## src/flash_guard_pkg.sv

```systemverilog
// constants and carriers shared by the flash store write/erase guard
`default_nettype none
package flash_guard_pkg;
  // -------------------------------------------------------------
  // special register map
  // -------------------------------------------------------------
  localparam logic [7:0] CONTROL_OFFSET = 8'h8f;
  localparam logic [7:0] KEY_OFFSET = 8'hb7;
  localparam logic [7:0] CONTROL_RESET = 8'h00;
  localparam int STORE_WRITE_ENABLE_BIT = 0;
  localparam int PAGE_ERASE_ENABLE_BIT = 1;
  // bit of the reset source register that shows a flash error reset
  localparam int FLASH_ERROR_FLAG_BIT = 6;
  // -------------------------------------------------------------
  // key sequence and page geometry
  // -------------------------------------------------------------
  localparam logic [7:0] KEY_FIRST = 8'ha5;
  localparam logic [7:0] KEY_SECOND = 8'hf1;
  localparam int PAGE_SHIFT = 9;
  localparam logic [7:0] LOCK_ERASED = 8'hff;
  localparam logic [1:0] CODE_LOCKED = 2'h0;
  localparam logic [1:0] CODE_FIRST = 2'h1;
  localparam logic [1:0] CODE_OPEN = 2'h2;
  localparam logic [1:0] CODE_DEAD = 2'h3;
  // -------------------------------------------------------------
  // state types
  // -------------------------------------------------------------
  typedef enum logic [3:0] {
    KEY_LOCKED = 4'h1,
    KEY_HALF = 4'h2,
    KEY_OPEN = 4'h4,
    KEY_DEAD = 4'h8
  } key_state_t;
  typedef enum logic [2:0] {
    OP_IDLE = 3'h1,
    OP_BUSY = 3'h2,
    OP_WIPE = 3'h4
  } op_state_t;
  // command to the flash array macro
  typedef struct packed {
    logic prog;
    logic erase;
    logic [15:0] addr;
    logic [7:0] data;
  } fl_cmd_t;
endpackage
`default_nettype wire

```

## src/flash_store_write_erase_guard.sv

```systemverilog
// flash store write/erase guard: key lock, page security, command issue
// -------------------------------------------------------------
// -------------------------------------------------------------
`timescale 1ns/1ps
`default_nettype none
module flash_store_write_erase_guard #(
  parameter int ADDR_W = 16,
  parameter int NUM_PAGES = 32,
  parameter logic [15:0] LOCK_ADDR = 16'h3dff
) (
  input wire logic clk_in,
  input wire logic sys_rst_in,
  input wire logic sfr_wr_in,
  input wire logic sfr_rd_in,
  input wire logic [7:0] sfr_addr_in,
  input wire logic [7:0] sfr_wdata_in,
  output logic [7:0] sfr_rdata_out,
  input wire logic xwr_in,
  input wire logic [15:0] xaddr_in,
  input wire logic [7:0] xdata_in,
  input wire logic exec_locked_in,
  output logic xram_wr_out,
  input wire logic dbg_wr_in,
  input wire logic dbg_erase_in,
  input wire logic dbg_dev_erase_in,
  input wire logic [15:0] dbg_addr_in,
  input wire logic [7:0] dbg_data_in,
  input wire logic [7:0] lock_byte_in,
  output flash_guard_pkg::fl_cmd_t fl_cmd_out,
  input wire logic fl_done_in,
  output logic cpu_stall_out,
  output logic err_reset_out,
  output logic flash_error_reset_flag_out
);
  // -------------------------------------------------------------
  // checks and declarations
  // -------------------------------------------------------------
  if (ADDR_W != 16 || NUM_PAGES < 1 || NUM_PAGES > 128 || int'(LOCK_ADDR[15:9]) >= NUM_PAGES)
  begin : geometry_check
    $error("flash guard: unsupported geometry");
  end
  localparam logic [6:0] LOCK_PAGE = LOCK_ADDR[15:9];
  localparam logic [6:0] LAST_PAGE = 7'(NUM_PAGES - 1);

  flash_guard_pkg::key_state_t key_st;
  flash_guard_pkg::op_state_t op_st;
  logic page_erase_enable;
  logic store_write_enable;
  logic [7:0] lock_cur;
  logic rst_d;
  logic err_pend;
  logic [6:0] wipe_pg;
  logic key_wr;
  logic fw_go;
  logic fw_bad;
  logic dbg_go;
  logic dbg_bad;

  // -------------------------------------------------------------
  // decoding helpers
  // -------------------------------------------------------------
  function automatic logic page_locked(input logic [6:0] pg, input logic [7:0] lk);
    logic [7:0] n;
    n = ~lk;
    page_locked = ({1'b0, pg} < n) || (pg == LOCK_PAGE && n != 8'h00);
  endfunction

  function automatic logic [1:0] key_code(input flash_guard_pkg::key_state_t s);
    case (s)
      flash_guard_pkg::KEY_LOCKED: key_code = flash_guard_pkg::CODE_LOCKED;
      flash_guard_pkg::KEY_HALF: key_code = flash_guard_pkg::CODE_FIRST;
      flash_guard_pkg::KEY_OPEN: key_code = flash_guard_pkg::CODE_OPEN;
      default: key_code = flash_guard_pkg::CODE_DEAD;
    endcase
  endfunction

  // lock byte already programmed: checked against the live array value
  function automatic logic lock_hit(input logic [15:0] a, input logic er, input logic [7:0] live);
    lock_hit = live != flash_guard_pkg::LOCK_ERASED && (er ? a[15:9] == LOCK_PAGE : a == LOCK_ADDR);
  endfunction

  assign key_wr = sfr_wr_in && sfr_addr_in == flash_guard_pkg::KEY_OFFSET;
  assign fw_go = xwr_in && store_write_enable && op_st == flash_guard_pkg::OP_IDLE;
  assign fw_bad = (page_locked(xaddr_in[15:9], lock_cur) && !exec_locked_in)
    || lock_hit(xaddr_in, page_erase_enable, lock_byte_in)
    || (page_erase_enable && exec_locked_in && xaddr_in[15:9] == LOCK_PAGE);
  assign dbg_go = (dbg_wr_in || dbg_erase_in) && op_st == flash_guard_pkg::OP_IDLE && !fw_go;
  assign dbg_bad = page_locked(dbg_addr_in[15:9], lock_cur) || lock_hit(dbg_addr_in, dbg_erase_in, lock_byte_in);

  // -------------------------------------------------------------
  // program store control register
  // -------------------------------------------------------------
  always_ff @(posedge clk_in)
  begin
    if (sys_rst_in)
    begin
      store_write_enable <= flash_guard_pkg::CONTROL_RESET[flash_guard_pkg::STORE_WRITE_ENABLE_BIT];
      page_erase_enable <= flash_guard_pkg::CONTROL_RESET[flash_guard_pkg::PAGE_ERASE_ENABLE_BIT];
    end
    else if (sfr_wr_in && sfr_addr_in == flash_guard_pkg::CONTROL_OFFSET)
    begin
      // upper bits have no storage at all
      store_write_enable <= sfr_wdata_in[flash_guard_pkg::STORE_WRITE_ENABLE_BIT];
      page_erase_enable <= sfr_wdata_in[flash_guard_pkg::PAGE_ERASE_ENABLE_BIT];
    end
  end

  always_ff @(posedge clk_in)
  begin
    if (sys_rst_in)
      sfr_rdata_out <= 8'h00;
    else if (sfr_rd_in && sfr_addr_in == flash_guard_pkg::CONTROL_OFFSET)
      sfr_rdata_out <= {6'h00, page_erase_enable, store_write_enable};
    else if (sfr_rd_in && sfr_addr_in == flash_guard_pkg::KEY_OFFSET)
      sfr_rdata_out <= {6'h00, key_code(key_st)};
    else
      sfr_rdata_out <= 8'h00;
  end

  // -------------------------------------------------------------
  // key sequence lock
  // -------------------------------------------------------------
  always_ff @(posedge clk_in)
  begin
    if (sys_rst_in)
      key_st <= flash_guard_pkg::KEY_LOCKED;
    else
    begin
      case (key_st)
        flash_guard_pkg::KEY_LOCKED:
        begin
          if (fw_go)
            key_st <= flash_guard_pkg::KEY_DEAD;
          else if (key_wr)
            key_st <= sfr_wdata_in == flash_guard_pkg::KEY_FIRST ? flash_guard_pkg::KEY_HALF
              : flash_guard_pkg::KEY_DEAD;
        end
        flash_guard_pkg::KEY_HALF:
        begin
          if (fw_go)
            key_st <= flash_guard_pkg::KEY_DEAD;
          else if (key_wr)
            key_st <= sfr_wdata_in == flash_guard_pkg::KEY_SECOND ? flash_guard_pkg::KEY_OPEN
              : flash_guard_pkg::KEY_DEAD;
        end
        flash_guard_pkg::KEY_OPEN:
        begin
          // a key write while open is a misuse and disables until reset
          if (key_wr)
            key_st <= flash_guard_pkg::KEY_DEAD;
          else if (op_st == flash_guard_pkg::OP_BUSY && fl_done_in)
            key_st <= flash_guard_pkg::KEY_LOCKED;
        end
        default: key_st <= flash_guard_pkg::KEY_DEAD;
      endcase
    end
  end

  // -------------------------------------------------------------
  // security lock capture and error reset
  // -------------------------------------------------------------
  always_ff @(posedge clk_in)
  begin
    rst_d <= sys_rst_in;
    if (sys_rst_in)
      lock_cur <= 8'h00;
    else if (rst_d)
      lock_cur <= lock_byte_in;
  end

  // the flag survives the reset it causes; any other reset clears it
  always_ff @(posedge clk_in)
  begin
    if (sys_rst_in)
    begin
      err_pend <= 1'b0;
      err_reset_out <= 1'b0;
      if (!rst_d)
        flash_error_reset_flag_out <= err_pend;
    end
    else
    begin
      err_reset_out <= 1'b0;
      if (fw_go && key_st == flash_guard_pkg::KEY_OPEN && fw_bad)
      begin
        err_pend <= 1'b1;
        err_reset_out <= 1'b1;
      end
    end
  end

  // -------------------------------------------------------------
  // flash command issue
  // -------------------------------------------------------------
  always_ff @(posedge clk_in)
  begin
    if (sys_rst_in)
    begin
      op_st <= flash_guard_pkg::OP_IDLE;
      fl_cmd_out <= '0;
      wipe_pg <= 7'h00;
      xram_wr_out <= 1'b0;
    end
    else
    begin
      xram_wr_out <= xwr_in && !store_write_enable;
      case (op_st)
        flash_guard_pkg::OP_IDLE:
        begin
          if (fw_go && key_st == flash_guard_pkg::KEY_OPEN && !fw_bad && !err_pend)
          begin
            op_st <= flash_guard_pkg::OP_BUSY;
            fl_cmd_out.prog <= !page_erase_enable;
            fl_cmd_out.erase <= page_erase_enable;
            fl_cmd_out.addr <= xaddr_in;
            fl_cmd_out.data <= xdata_in;
          end
          else if (dbg_dev_erase_in)
          begin
            op_st <= flash_guard_pkg::OP_WIPE;
            wipe_pg <= 7'h00;
            fl_cmd_out.erase <= 1'b1;
            fl_cmd_out.addr <= 16'h0000;
          end
          else if (dbg_go && !dbg_bad)
          begin
            // forbidden debug requests fall through untouched
            op_st <= flash_guard_pkg::OP_BUSY;
            fl_cmd_out.prog <= !dbg_erase_in;
            fl_cmd_out.erase <= dbg_erase_in;
            fl_cmd_out.addr <= dbg_addr_in;
            fl_cmd_out.data <= dbg_data_in;
          end
        end
        flash_guard_pkg::OP_BUSY:
        begin
          if (fl_done_in)
          begin
            op_st <= flash_guard_pkg::OP_IDLE;
            fl_cmd_out <= '0;
          end
        end
        flash_guard_pkg::OP_WIPE:
        begin
          if (fl_done_in && wipe_pg == LAST_PAGE)
          begin
            op_st <= flash_guard_pkg::OP_IDLE;
            fl_cmd_out <= '0;
          end
          else if (fl_done_in)
          begin
            wipe_pg <= wipe_pg + 7'h01;
            fl_cmd_out.addr <= {wipe_pg + 7'h01, 9'h000};
          end
        end
        default: op_st <= flash_guard_pkg::OP_IDLE;
      endcase
    end
  end

  // the interrupt controller keeps requests while the core is frozen
  always_ff @(posedge clk_in)
  begin
    if (sys_rst_in)
      cpu_stall_out <= 1'b0;
    else if (fw_go && key_st == flash_guard_pkg::KEY_OPEN && !fw_bad && !err_pend)
      cpu_stall_out <= 1'b1;
    else if (op_st == flash_guard_pkg::OP_BUSY && fl_done_in)
      cpu_stall_out <= 1'b0;
  end
endmodule
`default_nettype wire

```

## config.mk

```make
export PLATFORM = sky130hd
export DESIGN_NAME = flash_store_write_erase_guard
export DESIGN_NICKNAME = d
export VERILOG_FILES = /design/src/flash_guard_pkg.sv /design/src/flash_store_write_erase_guard.sv
export SDC_FILE = /design/constraint.sdc
export NUM_CORES = 1
export LEC_CHECK = 0
export BUFFER_PORTS_ARGS = -buffer_cell sky130_fd_sc_hd__buf_2
export CORE_ASPECT_RATIO = 1.5
export CORE_UTILIZATION = 55
export CTS_CLUSTER_SIZE = 25
export DETAILED_ROUTE_END_ITERATION = 8
export PLACE_DENSITY_LB_ADDON = 0.25
export REMOVE_ABC_BUFFERS = 1
export SETUP_SLACK_MARGIN = 0.3
export SKIP_LAST_GASP = 1
export SLEW_MARGIN = 20
export SYNTH_ARGS = -nofsm -noshare
export SYNTH_HDL_FRONTEND = slang
export SYNTH_SLANG_ARGS = --single-unit
```

## constraint.sdc

```tcl
create_clock -name clk_in -period 4.5 [get_ports clk_in]
set_input_delay 0.45 -clock clk_in [delete_from_list [all_inputs] [get_ports clk_in]]
set_output_delay 0.45 -clock clk_in [all_outputs]
set_load 0.005 [all_outputs]
```

==> impl_metrics.env, run 1 <==
export IMPL_yosysWarnings=0
export IMPL_whs_ns=0.3204
export IMPL_hold_class="in -> reg"
export IMPL_drc=0
export IMPL_clock_path_buffers=2
export IMPL_die_area_mm2=0.006779
export IMPL_cts_tree="yes"
export IMPL_critPathLaunchType="flip-flop"
export IMPL_drive_above_1_share=0.3017
export IMPL_die_w_um=67.56
export IMPL_gp_congestion=0.8619
export IMPL_finClkSkew_ns=0.007951
export IMPL_fin_util=0.6940
export IMPL_area_delta_synth_final_pct=20.85
export IMPL_cts_resized=0
export IMPL_final_cell_mix="buf_2 (113), dfxtp_1 (57), nand2_1 (35)"
export IMPL_finalWorstSetupSlack_ns=1.623
export IMPL_drt_pass1_iter_count=5
export IMPL_layout_nets=607
export IMPL_final_common_cell="buf_2"
export IMPL_avgRoutedWirePerCell_um=16.59
export IMPL_clk_pin_slew_ns=0.07
export IMPL_synth_main_ff_cell="dfxtp_1"
export IMPL_grt_overflow=0
export IMPL_p_leak_nw=1.859
export IMPL_io_pins=120
export IMPL_postRouteAntennaNets=0
export IMPL_netlist_area_mm2=0.003546
export IMPL_synth_edf_count=1
export IMPL_period_share=0.6393
export IMPL_final_area_mm2=0.004285
export IMPL_maxCapViolations=0
export IMPL_ir_drop_mv=0.3148
export IMPL_synthCells=407
export IMPL_outcome="completed"
export IMPL_ctsHoldBuffers=0
export IMPL_grt_usage=0.3024
export IMPL_clkSinkCount=58
export IMPL_synth_seq_cells=58
export IMPL_post_cts_setup_buffers=0
export IMPL_rows=35
export IMPL_insertion_delay_ns=0.34
export IMPL_worst_slew_pin_slew_ns=0.8875
export IMPL_hold_viol=0
export IMPL_vias=3655
export IMPL_required_ns=4.77
export IMPL_syn_avg_cell_area_um2=8.712
export IMPL_powerDensity_mw_per_mm2=321.8
export IMPL_end_kind="flip-flop"
export IMPL_core_area_mm2=0.006175
export IMPL_root_buffer="clkbuf_8"
export IMPL_grt_max_degree=41
export IMPL_via_per_inst=6.184
export IMPL_grt_pass1_wl_um=15570
export IMPL_cts_max_level=3
export IMPL_yosysUniqueCellTypes=69
export IMPL_preCtsSetupSlack_ns=1.503
export IMPL_yosysSeqAreaShare=0.3303
export IMPL_drtIter0Drc=181
export IMPL_dieHeight_um=100.3
export IMPL_arrival_ns=3.14
export IMPL_setup_tns_ns=0
export IMPL_dpl_instance_area_mm2=0.004083
export IMPL_hpwl_um=7225
export IMPL_rsz0062_at_grt="false"
export IMPL_finalCriticalPeriod_ns=2.877
export IMPL_antenna_found_initial=0
export IMPL_crit_type="reg -> reg"
export IMPL_antennaDiodeCount=0
export IMPL_fmax_mhz=347.6
export IMPL_grt_pass1_vias=3406
export IMPL_finalSetupViolCount=0
export IMPL_cts_made_buffers=9
export IMPL_totalWireLength_um=9805
export IMPL_place_port_buffers=113
export IMPL_slew_headroom=0.4068
export IMPL_drv_slew=0
export IMPL_initial_core_util=0.5743
export IMPL_path_max_fanout=11
export IMPL_synthArstFlopShare=0
report_power, final:
group | total, mW | leakage [nW] | switching (mW) | internal, mW
combinational | 0.299 | 1.28 | 0.169 | 0.130
clock | 0.496 | 0.109 | 0.213 | 0.283
sequential | 0.584 | 0.474 | 0.0346 | 0.549
cell type report:
cell class / instances / area (µm²)
clock buffers: 11 / 151.4
clock inverters: 5 / 51.30
fillers: 506 / 1889
inverters: 16 / 60.06
multi-input cells: 313 / 2186
flip-flops and latches: 58 / 1171
well taps: 74 / 92.59
repair buffers: 114 / 573.1
path summary, 6_finish.rpt:
| kind | start | to | slack, ns | cells past startpoint |
|---|---|---|---|---|
| worst min-delay path | dbg_data_in[1] | fl_cmd_out[1] | 0.32 | 3 |
| worst max-delay path | op_st[1] | fl_cmd_out[4] | 1.62 | 5 |
| worst max register to register | op_st[1] | fl_cmd_out[4] | 1.62 | 5 |
| worst min register to register | fl_cmd_out[0] | fl_cmd_out[0] | 0.45 | 2 |
sequential cells by signal (all words and copies together) (netlist names):
signal / cells
flash_error_reset_flag_out: 1
err_reset_out: 1
lock_cur: 8
xram_wr_out: 1
fl_cmd_out: 26
op_st: 3
rst_d: 1
key_st: 4
sfr_rdata_out: 2
page_erase_enable: 1
cpu_stall_out: 1
store_write_enable: 1
err_pend: 1
wipe_pg: 7
critical path, stage by stage (launching register included):
cell     delay, ns
dfxtp_1       0.42
or3b_2        0.61
nor2_1        0.68
nor4b_2       0.85
a32oi_1       0.11
o21ai_0       0.13
kinds of logic (layout without fill, tap and decap cells):
group                    after synthesis  in the layout  share of synthesized area
flip-flops                            58             58                     0.3303
AO/OA/AOI/OAI                        109            109                     0.2156
XOR/XNOR                               6              6                    0.01482
other                                  1              6                   0.001058
AND/OR/NAND/NOR                      152            152                     0.2548
adder cells (fa/ha/maj)               13             13                    0.04587
buffers and inverters                 41            146                    0.05857
multiplexers                          27             27                    0.07904
routing by layer:
metal | up-vias | routed length (µm) | part of all wire | global-route usage
li1 | 1731 | - | - | -
met1 | 1745 | 3865 | 0.39 | 0.3558
met2 | 148 | 5018 | 0.51 | 0.5004
met3 | 31 | 589 | 0.060 | 0.05227
met4 | 0 | 333 | 0.034 | 0.1718
met5 | - | 0 | 0 | 0
through the flow:
stage / power [mW] / std cells
detailed placement: 0.8881 / 575
global route: 1.446 / 591
finish: 1.379 / 591
global placement: 0.8791 / 575
floorplan: 0.7622 / 387
CTS: 1.379 / 591
cell usage after synthesis, types with 11 or more instances:
| cell type | number | area share |
|---|---|---|
| mux2i_1 | 19 | 0.054 |
| nand3b_1 | 11 | 0.023 |
| ha_1 | 13 | 0.046 |
| clkbuf_1 | 11 | 0.012 |
| nand3_1 | 13 | 0.018 |
| o21ai_0 | 15 | 0.021 |
| dfxtp_1 | 57 | 0.32 |
| nor2_1 | 25 | 0.026 |
| a32oi_1 | 11 | 0.027 |
| a21oi_1 | 21 | 0.030 |
| nand2_1 | 35 | 0.037 |
| inv_1 | 15 | 0.016 |
Note: power is estimated with default switching activity, not from simulation.
==> run 2, diff against run 1 <==
--- a/config.mk
+++ b/config.mk
@@ -7,7 +7,7 @@
 export LEC_CHECK = 0
 export BUFFER_PORTS_ARGS = -buffer_cell sky130_fd_sc_hd__buf_2
 export CORE_ASPECT_RATIO = 1.5
-export CORE_UTILIZATION = 55
+export CORE_UTILIZATION = 46
 export CTS_CLUSTER_SIZE = 25
 export DETAILED_ROUTE_END_ITERATION = 8
 export PLACE_DENSITY_LB_ADDON = 0.25
==> constraint.sdc (replaced) <==
create_clock -name clk_in -period 2.5 [get_ports clk_in]
set_input_delay 0.25 -clock clk_in [delete_from_list [all_inputs] [get_ports clk_in]]
set_output_delay 0.25 -clock clk_in [all_outputs]
set_load 0.005 [all_outputs]
==> run 2 against run 1 <==
Net effect: die area rose by 19%; flip-flop and latch count did not move; worst setup slack got worse by 1.3 ns; wire length rose by 6.2%; combinational power rose by 110%; critical path type unchanged.
==> impl_metrics.env, run 2 (same netlist as run 1, synthesis figures left out) <==
export IMPL_outcome="completed"
export IMPL_reg2reg_to="fl_cmd_out[5]"
export IMPL_reg_largest_list="fl_cmd_out (26), lock_cur (8), wipe_pg (7)"
export IMPL_insertion_delay_ns=0.35
export IMPL_final_area_mm2=0.004634
export IMPL_grt_pass1_wl_um=16280
export IMPL_drc=0
export IMPL_gp_congestion=0.8529
export IMPL_antennaDiodeCount=0
export IMPL_rows=38
export IMPL_finalCriticalPeriod_ns=2.201
export IMPL_finClkSkew_ns=0.009258
export IMPL_worst_slew_pin_slew_ns=0.6596
export IMPL_finalSetupViolCount=0
export IMPL_clkSinkCount=58
export IMPL_critPathBufInv=1
export IMPL_required_ns=2.73
export IMPL_r2r_cells=8
export IMPL_grt_max_degree=25
export IMPL_power_mw=2.457
export IMPL_fin_util=0.6289
export IMPL_hpwl_um=7668
export IMPL_ir_drop_mv=0.3230
export IMPL_period_share=0.8804
export IMPL_cpPeakStageDelay_ns=0.46
export IMPL_top_register="fl_cmd_out"
export IMPL_avgRoutedWirePerCell_um=16.38
export IMPL_hold_viol=0
export IMPL_cts_max_level=3
export IMPL_critPathLaunchType="flip-flop"
export IMPL_core_area_mm2=0.007370
export IMPL_end_kind="flip-flop"
export IMPL_grt_pass1_vias=3452
export IMPL_startpoint="lock_cur[6]"
export IMPL_grt_overflow=0
export IMPL_largest_reg_flops=26
export IMPL_area_delta_synth_final_pct=30.70
export IMPL_grt_usage=0.2649
export IMPL_preCtsSetupSlack_ns=-0.06132
export IMPL_path_delay_family="compound AO/OA/AOI/OAI gates"
export IMPL_dieHeight_um=109.5
export IMPL_finalWorstSetupSlack_ns=0.2989
export IMPL_hold_class="in -> reg"
export IMPL_totalWireLength_um=10420
export IMPL_p_leak_nw=1.965
export IMPL_r2r_setup_slack_ns=0.30
export IMPL_via_per_inst=5.851
export IMPL_rsz0062_at_grt="true"
export IMPL_clk_pin_slew_ns=0.06
export IMPL_drt_pass1_iter_count=7
export IMPL_layout_nets=627
export IMPL_crit_cells=8
export IMPL_slowest_stage="or3_4"
export IMPL_io_pins=120
export IMPL_die_w_um=73.69
export IMPL_slew_headroom=0.5541
export IMPL_r2r_start="lock_cur[6]"
export IMPL_postRouteAntennaNets=0
export IMPL_dpl_instance_area_mm2=0.004218
export IMPL_initial_core_util=0.4812
export IMPL_vias=3721
export IMPL_drtIter0Drc=211
export IMPL_place_port_buffers=113
export IMPL_cts_made_buffers=9
export IMPL_drive_above_1_share=0.3657
export IMPL_fmax_mhz=454.3
export IMPL_drv_slew=0
export IMPL_powerDensity_mw_per_mm2=530.1
export IMPL_final_cell_mix="buf_2 (114), dfxtp_1 (51), nand2_1 (35)"
export IMPL_crit_type="reg -> reg"
export IMPL_antenna_found_initial=0
export IMPL_root_buffer="clkbuf_8"
export IMPL_cp_cell_sequence="buf_6 -> ha_4 -> nand3_4 -> a211oi_4 -> o221ai_4 -> or3_4 -> a31oi_4 -> o21ai_1"
export IMPL_endpoint="fl_cmd_out[5]"
export IMPL_maxCapViolations=0
export IMPL_path_max_fanout=5
export IMPL_die_area_mm2=0.008071
export IMPL_clock_path_buffers=2
export IMPL_arrival_ns=2.43
export IMPL_final_common_cell="buf_2"
export IMPL_cts_tree="yes"
[run 2: changes by cell type in the layout (fill, tap and decap cells not counted), moves of 2 or more]
| cell | change |
|---|---|
| dfxtp_2 | +6 |
| a31oi_4 | +2 |
| o21ai_0 | -7 |
| buf_12 | +2 |
| ha_4 | +3 |
| a211oi_1 | -2 |
| buf_6 | +2 |
| ha_1 | -4 |
| o21ai_1 | +6 |
| dfxtp_1 | -6 |
| buf_4 | +13 |
[run 2: cell type report]
type,instances,area [µm²]
clock inverters,3,15.01
multi-input cells,315,2362
well taps,100,125.1
flip-flops and latches,58,1179
inverters,16,60.06
clock buffers,12,155.1
repair buffers,132,738.2
fillers,640,2735
[run 2: worst min path at each step]
stage	depth (start not counted)	startpoint	slack, ns	endpoint
after CTS	3	dbg_data_in[4]	0.11	fl_cmd_out[4]
after global placement	2	fl_cmd_out[0]	0.44	fl_cmd_out[0]
after detailed placement	2	fl_cmd_out[4]	0.45	fl_cmd_out[4]
final	3	dbg_data_in[4]	0.12	fl_cmd_out[4]
after floorplan	0	sys_rst_in	0.28	rst_d
after global routing	3	dbg_data_in[1]	0.12	fl_cmd_out[1]
[run 2: worst reg2reg max path, cell delays in order (launching register included)]
cell,delay (ns)
dfxtp_2,0.34
buf_6,0.12
ha_4,0.27
nand3_4,0.09
a211oi_4,0.26
o221ai_4,0.19
or3_4,0.46
a31oi_4,0.27
o21ai_1,0.09
[run 2: through the flow]
stage               instances  setup TNS [ns]  hold slack (ns)
global placement          613               0           0.4357
floorplan                 387         -0.2524           0.2777
CTS                       631               0           0.1064
global route              636               0           0.1217
finish                    636               0           0.1184
detailed placement        613         -0.1636           0.4472
[run 2: routing by layer]
layer	vias up	part of all wire	track usage
li1	1781	-	-
met5	-	0	0
met4	0	0.029	0.1264
met1	1772	0.40	0.3113
met3	28	0.059	0.05408
met2	140	0.51	0.4535
[run 2: report_power, final]
group	switching, mW	internal [mW]	leakage, nW
Combinational	0.342	0.290	1.40
Clock	0.368	0.403	0.0920
Sequential	0.0633	0.991	0.476
[run 2: what timing repair did]
action | 4_1_cts | 5_1_grt
setup endpoints to repair | 34 | 34
buffers inserted | 1 | 4
pin swaps | 2 | 14
gates resized for setup | 9 | 33
cloned | 2 | 1
hold buffers | 0 | 0
==> run 3, diff against run 2 <==
--- a/config.mk
+++ b/config.mk
@@ -11,6 +11,7 @@
 export CTS_CLUSTER_SIZE = 25
 export DETAILED_ROUTE_END_ITERATION = 8
 export PLACE_DENSITY_LB_ADDON = 0.25
+export RECOVER_POWER = 100
 export REMOVE_ABC_BUFFERS = 1
 export SETUP_SLACK_MARGIN = 0.3
 export SKIP_LAST_GASP = 1
==> run 3 against run 2 <==
Net effect: first-iteration DRC count unchanged; critical path depth unchanged; cell count is the same; flip-flop and latch count is the same; count of clock-buffer cells in the layout unchanged; combinational power down 2%; clock power about the same; sequential power about the same.
==> impl_metrics.env, run 3 (same netlist as run 1, synthesis figures left out) <==
export IMPL_outcome="completed"
export IMPL_p_leak_nw=1.866
export IMPL_period_share=0.9120
export IMPL_ir_drop_mv=0.3235
export IMPL_finalCriticalPeriod_ns=2.280
export IMPL_maxCapViolations=0
export IMPL_cts_tree="yes"
export IMPL_critPathLaunchType="flip-flop"
export IMPL_gp_congestion=0.8529
export IMPL_root_buffer="clkbuf_8"
export IMPL_core_area_mm2=0.007370
export IMPL_fin_util=0.6212
export IMPL_rows=38
export IMPL_clk_pin_slew_ns=0.06
export IMPL_r2r_cells=8
export IMPL_antennaDiodeCount=0
export IMPL_largest_reg_flops=26
export IMPL_dr_wl_met3_um=575
export IMPL_powerDensity_mw_per_mm2=533.0
export IMPL_antenna_found_initial=0
export IMPL_grt_max_degree=25
export IMPL_clock_path_buffers=2
export IMPL_drv_slew=0
export IMPL_totalWireLength_um=10420
export IMPL_clkSinkCount=58
export IMPL_path_max_fanout=5
export IMPL_dpl_instance_area_mm2=0.004218
export IMPL_final_area_mm2=0.004578
export IMPL_setup_tns_ns=0
export IMPL_drive_above_1_share=0.3078
export IMPL_grt_pass1_vias=3452
export IMPL_worst_slew_pin_slew_ns=1.045
export IMPL_reg_largest_list="fl_cmd_out (26), lock_cur (8), wipe_pg (7)"
export IMPL_cts_made_buffers=9
export IMPL_wl_met1_um=4216
export IMPL_crit_type="reg -> reg"
export IMPL_area_delta_synth_final_pct=29.11
export IMPL_required_ns=2.72
export IMPL_fmax_mhz=438.6
export IMPL_die_area_mm2=0.008071
export IMPL_top_register="fl_cmd_out"
export IMPL_end_kind="flip-flop"
export IMPL_drtIter0Drc=211
export IMPL_vias=3706
export IMPL_dieHeight_um=109.5
export IMPL_layout_nets=627
export IMPL_arrival_ns=2.50
export IMPL_wl_met2_um=5355
export IMPL_cts_max_level=3
export IMPL_grt_pass1_wl_um=16280
export IMPL_io_pins=120
export IMPL_avgRoutedWirePerCell_um=16.38
export IMPL_whs_path_depth=3
export IMPL_ctsHoldBuffers=0
export IMPL_slew_headroom=0.3033
export IMPL_die_w_um=73.69
export IMPL_grt_overflow=0
export IMPL_hpwl_um=7668
export IMPL_insertion_delay_ns=0.34
export IMPL_via_per_inst=5.827
export IMPL_final_cell_mix="buf_2 (94), dfxtp_1 (51), nand2_1 (35)"
export IMPL_place_port_buffers=113
export IMPL_initial_core_util=0.4812
export IMPL_finalSetupViolCount=0
export IMPL_fillers=660
export IMPL_postRouteAntennaNets=0
export IMPL_rsz0062_at_grt="true"
export IMPL_drt_pass1_iter_count=5
export IMPL_final_common_cell="buf_2"
export IMPL_finClkSkew_ns=0.008671
export IMPL_hold_class="in -> reg"
export IMPL_power_mw=2.440
export IMPL_grt_usage=0.2649
export IMPL_top_layer_used="met4"
export IMPL_hold_viol=0
export IMPL_drc=0
[run 3: cell count changes in the layout (fill, tap and decap cells not counted), moves of 3 or more]
cell	delta
buf_2	-20
buf_4	-3
clkbuf_1	+23
mux2_1	+3
mux2_2	-3
o21ai_0	+5
o21ai_1	-5
[run 3: final cells by class]
class | count | area (µm²) | share of cell area
Clock buffer | 12 | 155.1 | 0.03389
Inverter | 16 | 60.06 | 0.01312
Clock inverter | 3 | 15.01 | 0.003280
Timing Repair Buffer | 132 | 701.9 | 0.1533
Multi-Input combinational cell | 315 | 2342 | 0.5116
Tap cell | 100 | 125.1 | 0.02733
Sequential cell | 58 | 1179 | 0.2574
[run 3: critical path, cell delays in order, from the launching register on]
cell and delay [ns]:
dfxtp_2 0.34, buf_6 0.12, ha_4 0.27, nand3_4 0.09
a211oi_4 0.26, o221ai_4 0.18, or3_1 0.50, a31oi_4 0.28
o21ai_0 0.11
[run 3: final timing paths]
| kind | to | slack [ns] | from |
|---|---|---|---|
| worst max register to register | fl_cmd_out[5] | 0.22 | lock_cur[6] |
| worst min register to register | fl_cmd_out[4] | 0.45 | fl_cmd_out[4] |
| worst min-delay path | fl_cmd_out[4] | 0.13 | dbg_data_in[4] |
| worst max-delay path | fl_cmd_out[5] | 0.22 | lock_cur[6] |
[run 3: per-stage QoR]
step | instances | worst slack [ns] | hold slack [ns]
floorplan | 387 | -0.02804 | 0.2777
global placement | 613 | 0.03407 | 0.4357
detailed placement | 613 | -0.06132 | 0.4472
CTS | 631 | 0.2956 | 0.1064
global route | 636 | 0.1303 | 0.1169
finish | 636 | 0.2199 | 0.1278
[run 3: where the power goes]
group          internal (mW)  total, mW  leakage [nW]  switching, mW
clock network          0.403      0.767        0.0920          0.364
registers              0.991       1.05         0.476         0.0635
logic                  0.280      0.618          1.30          0.338
[run 3: routing by layer]
layer | vias to the layer above | GRT usage
met5 | - | 0
met1 | 1769 | 0.3113
met4 | 0 | 0.1264
li1 | 1778 | -
met2 | 136 | 0.4535
met3 | 23 | 0.05408
[run 3: timing repair]
item / 4_1_cts / 5_1_grt
setup endpoints to repair: 34 / 34
resized for setup: 9 / 33
pin swaps: 2 / 14
cloned: 2 / 1
buffers inserted: 1 / 4
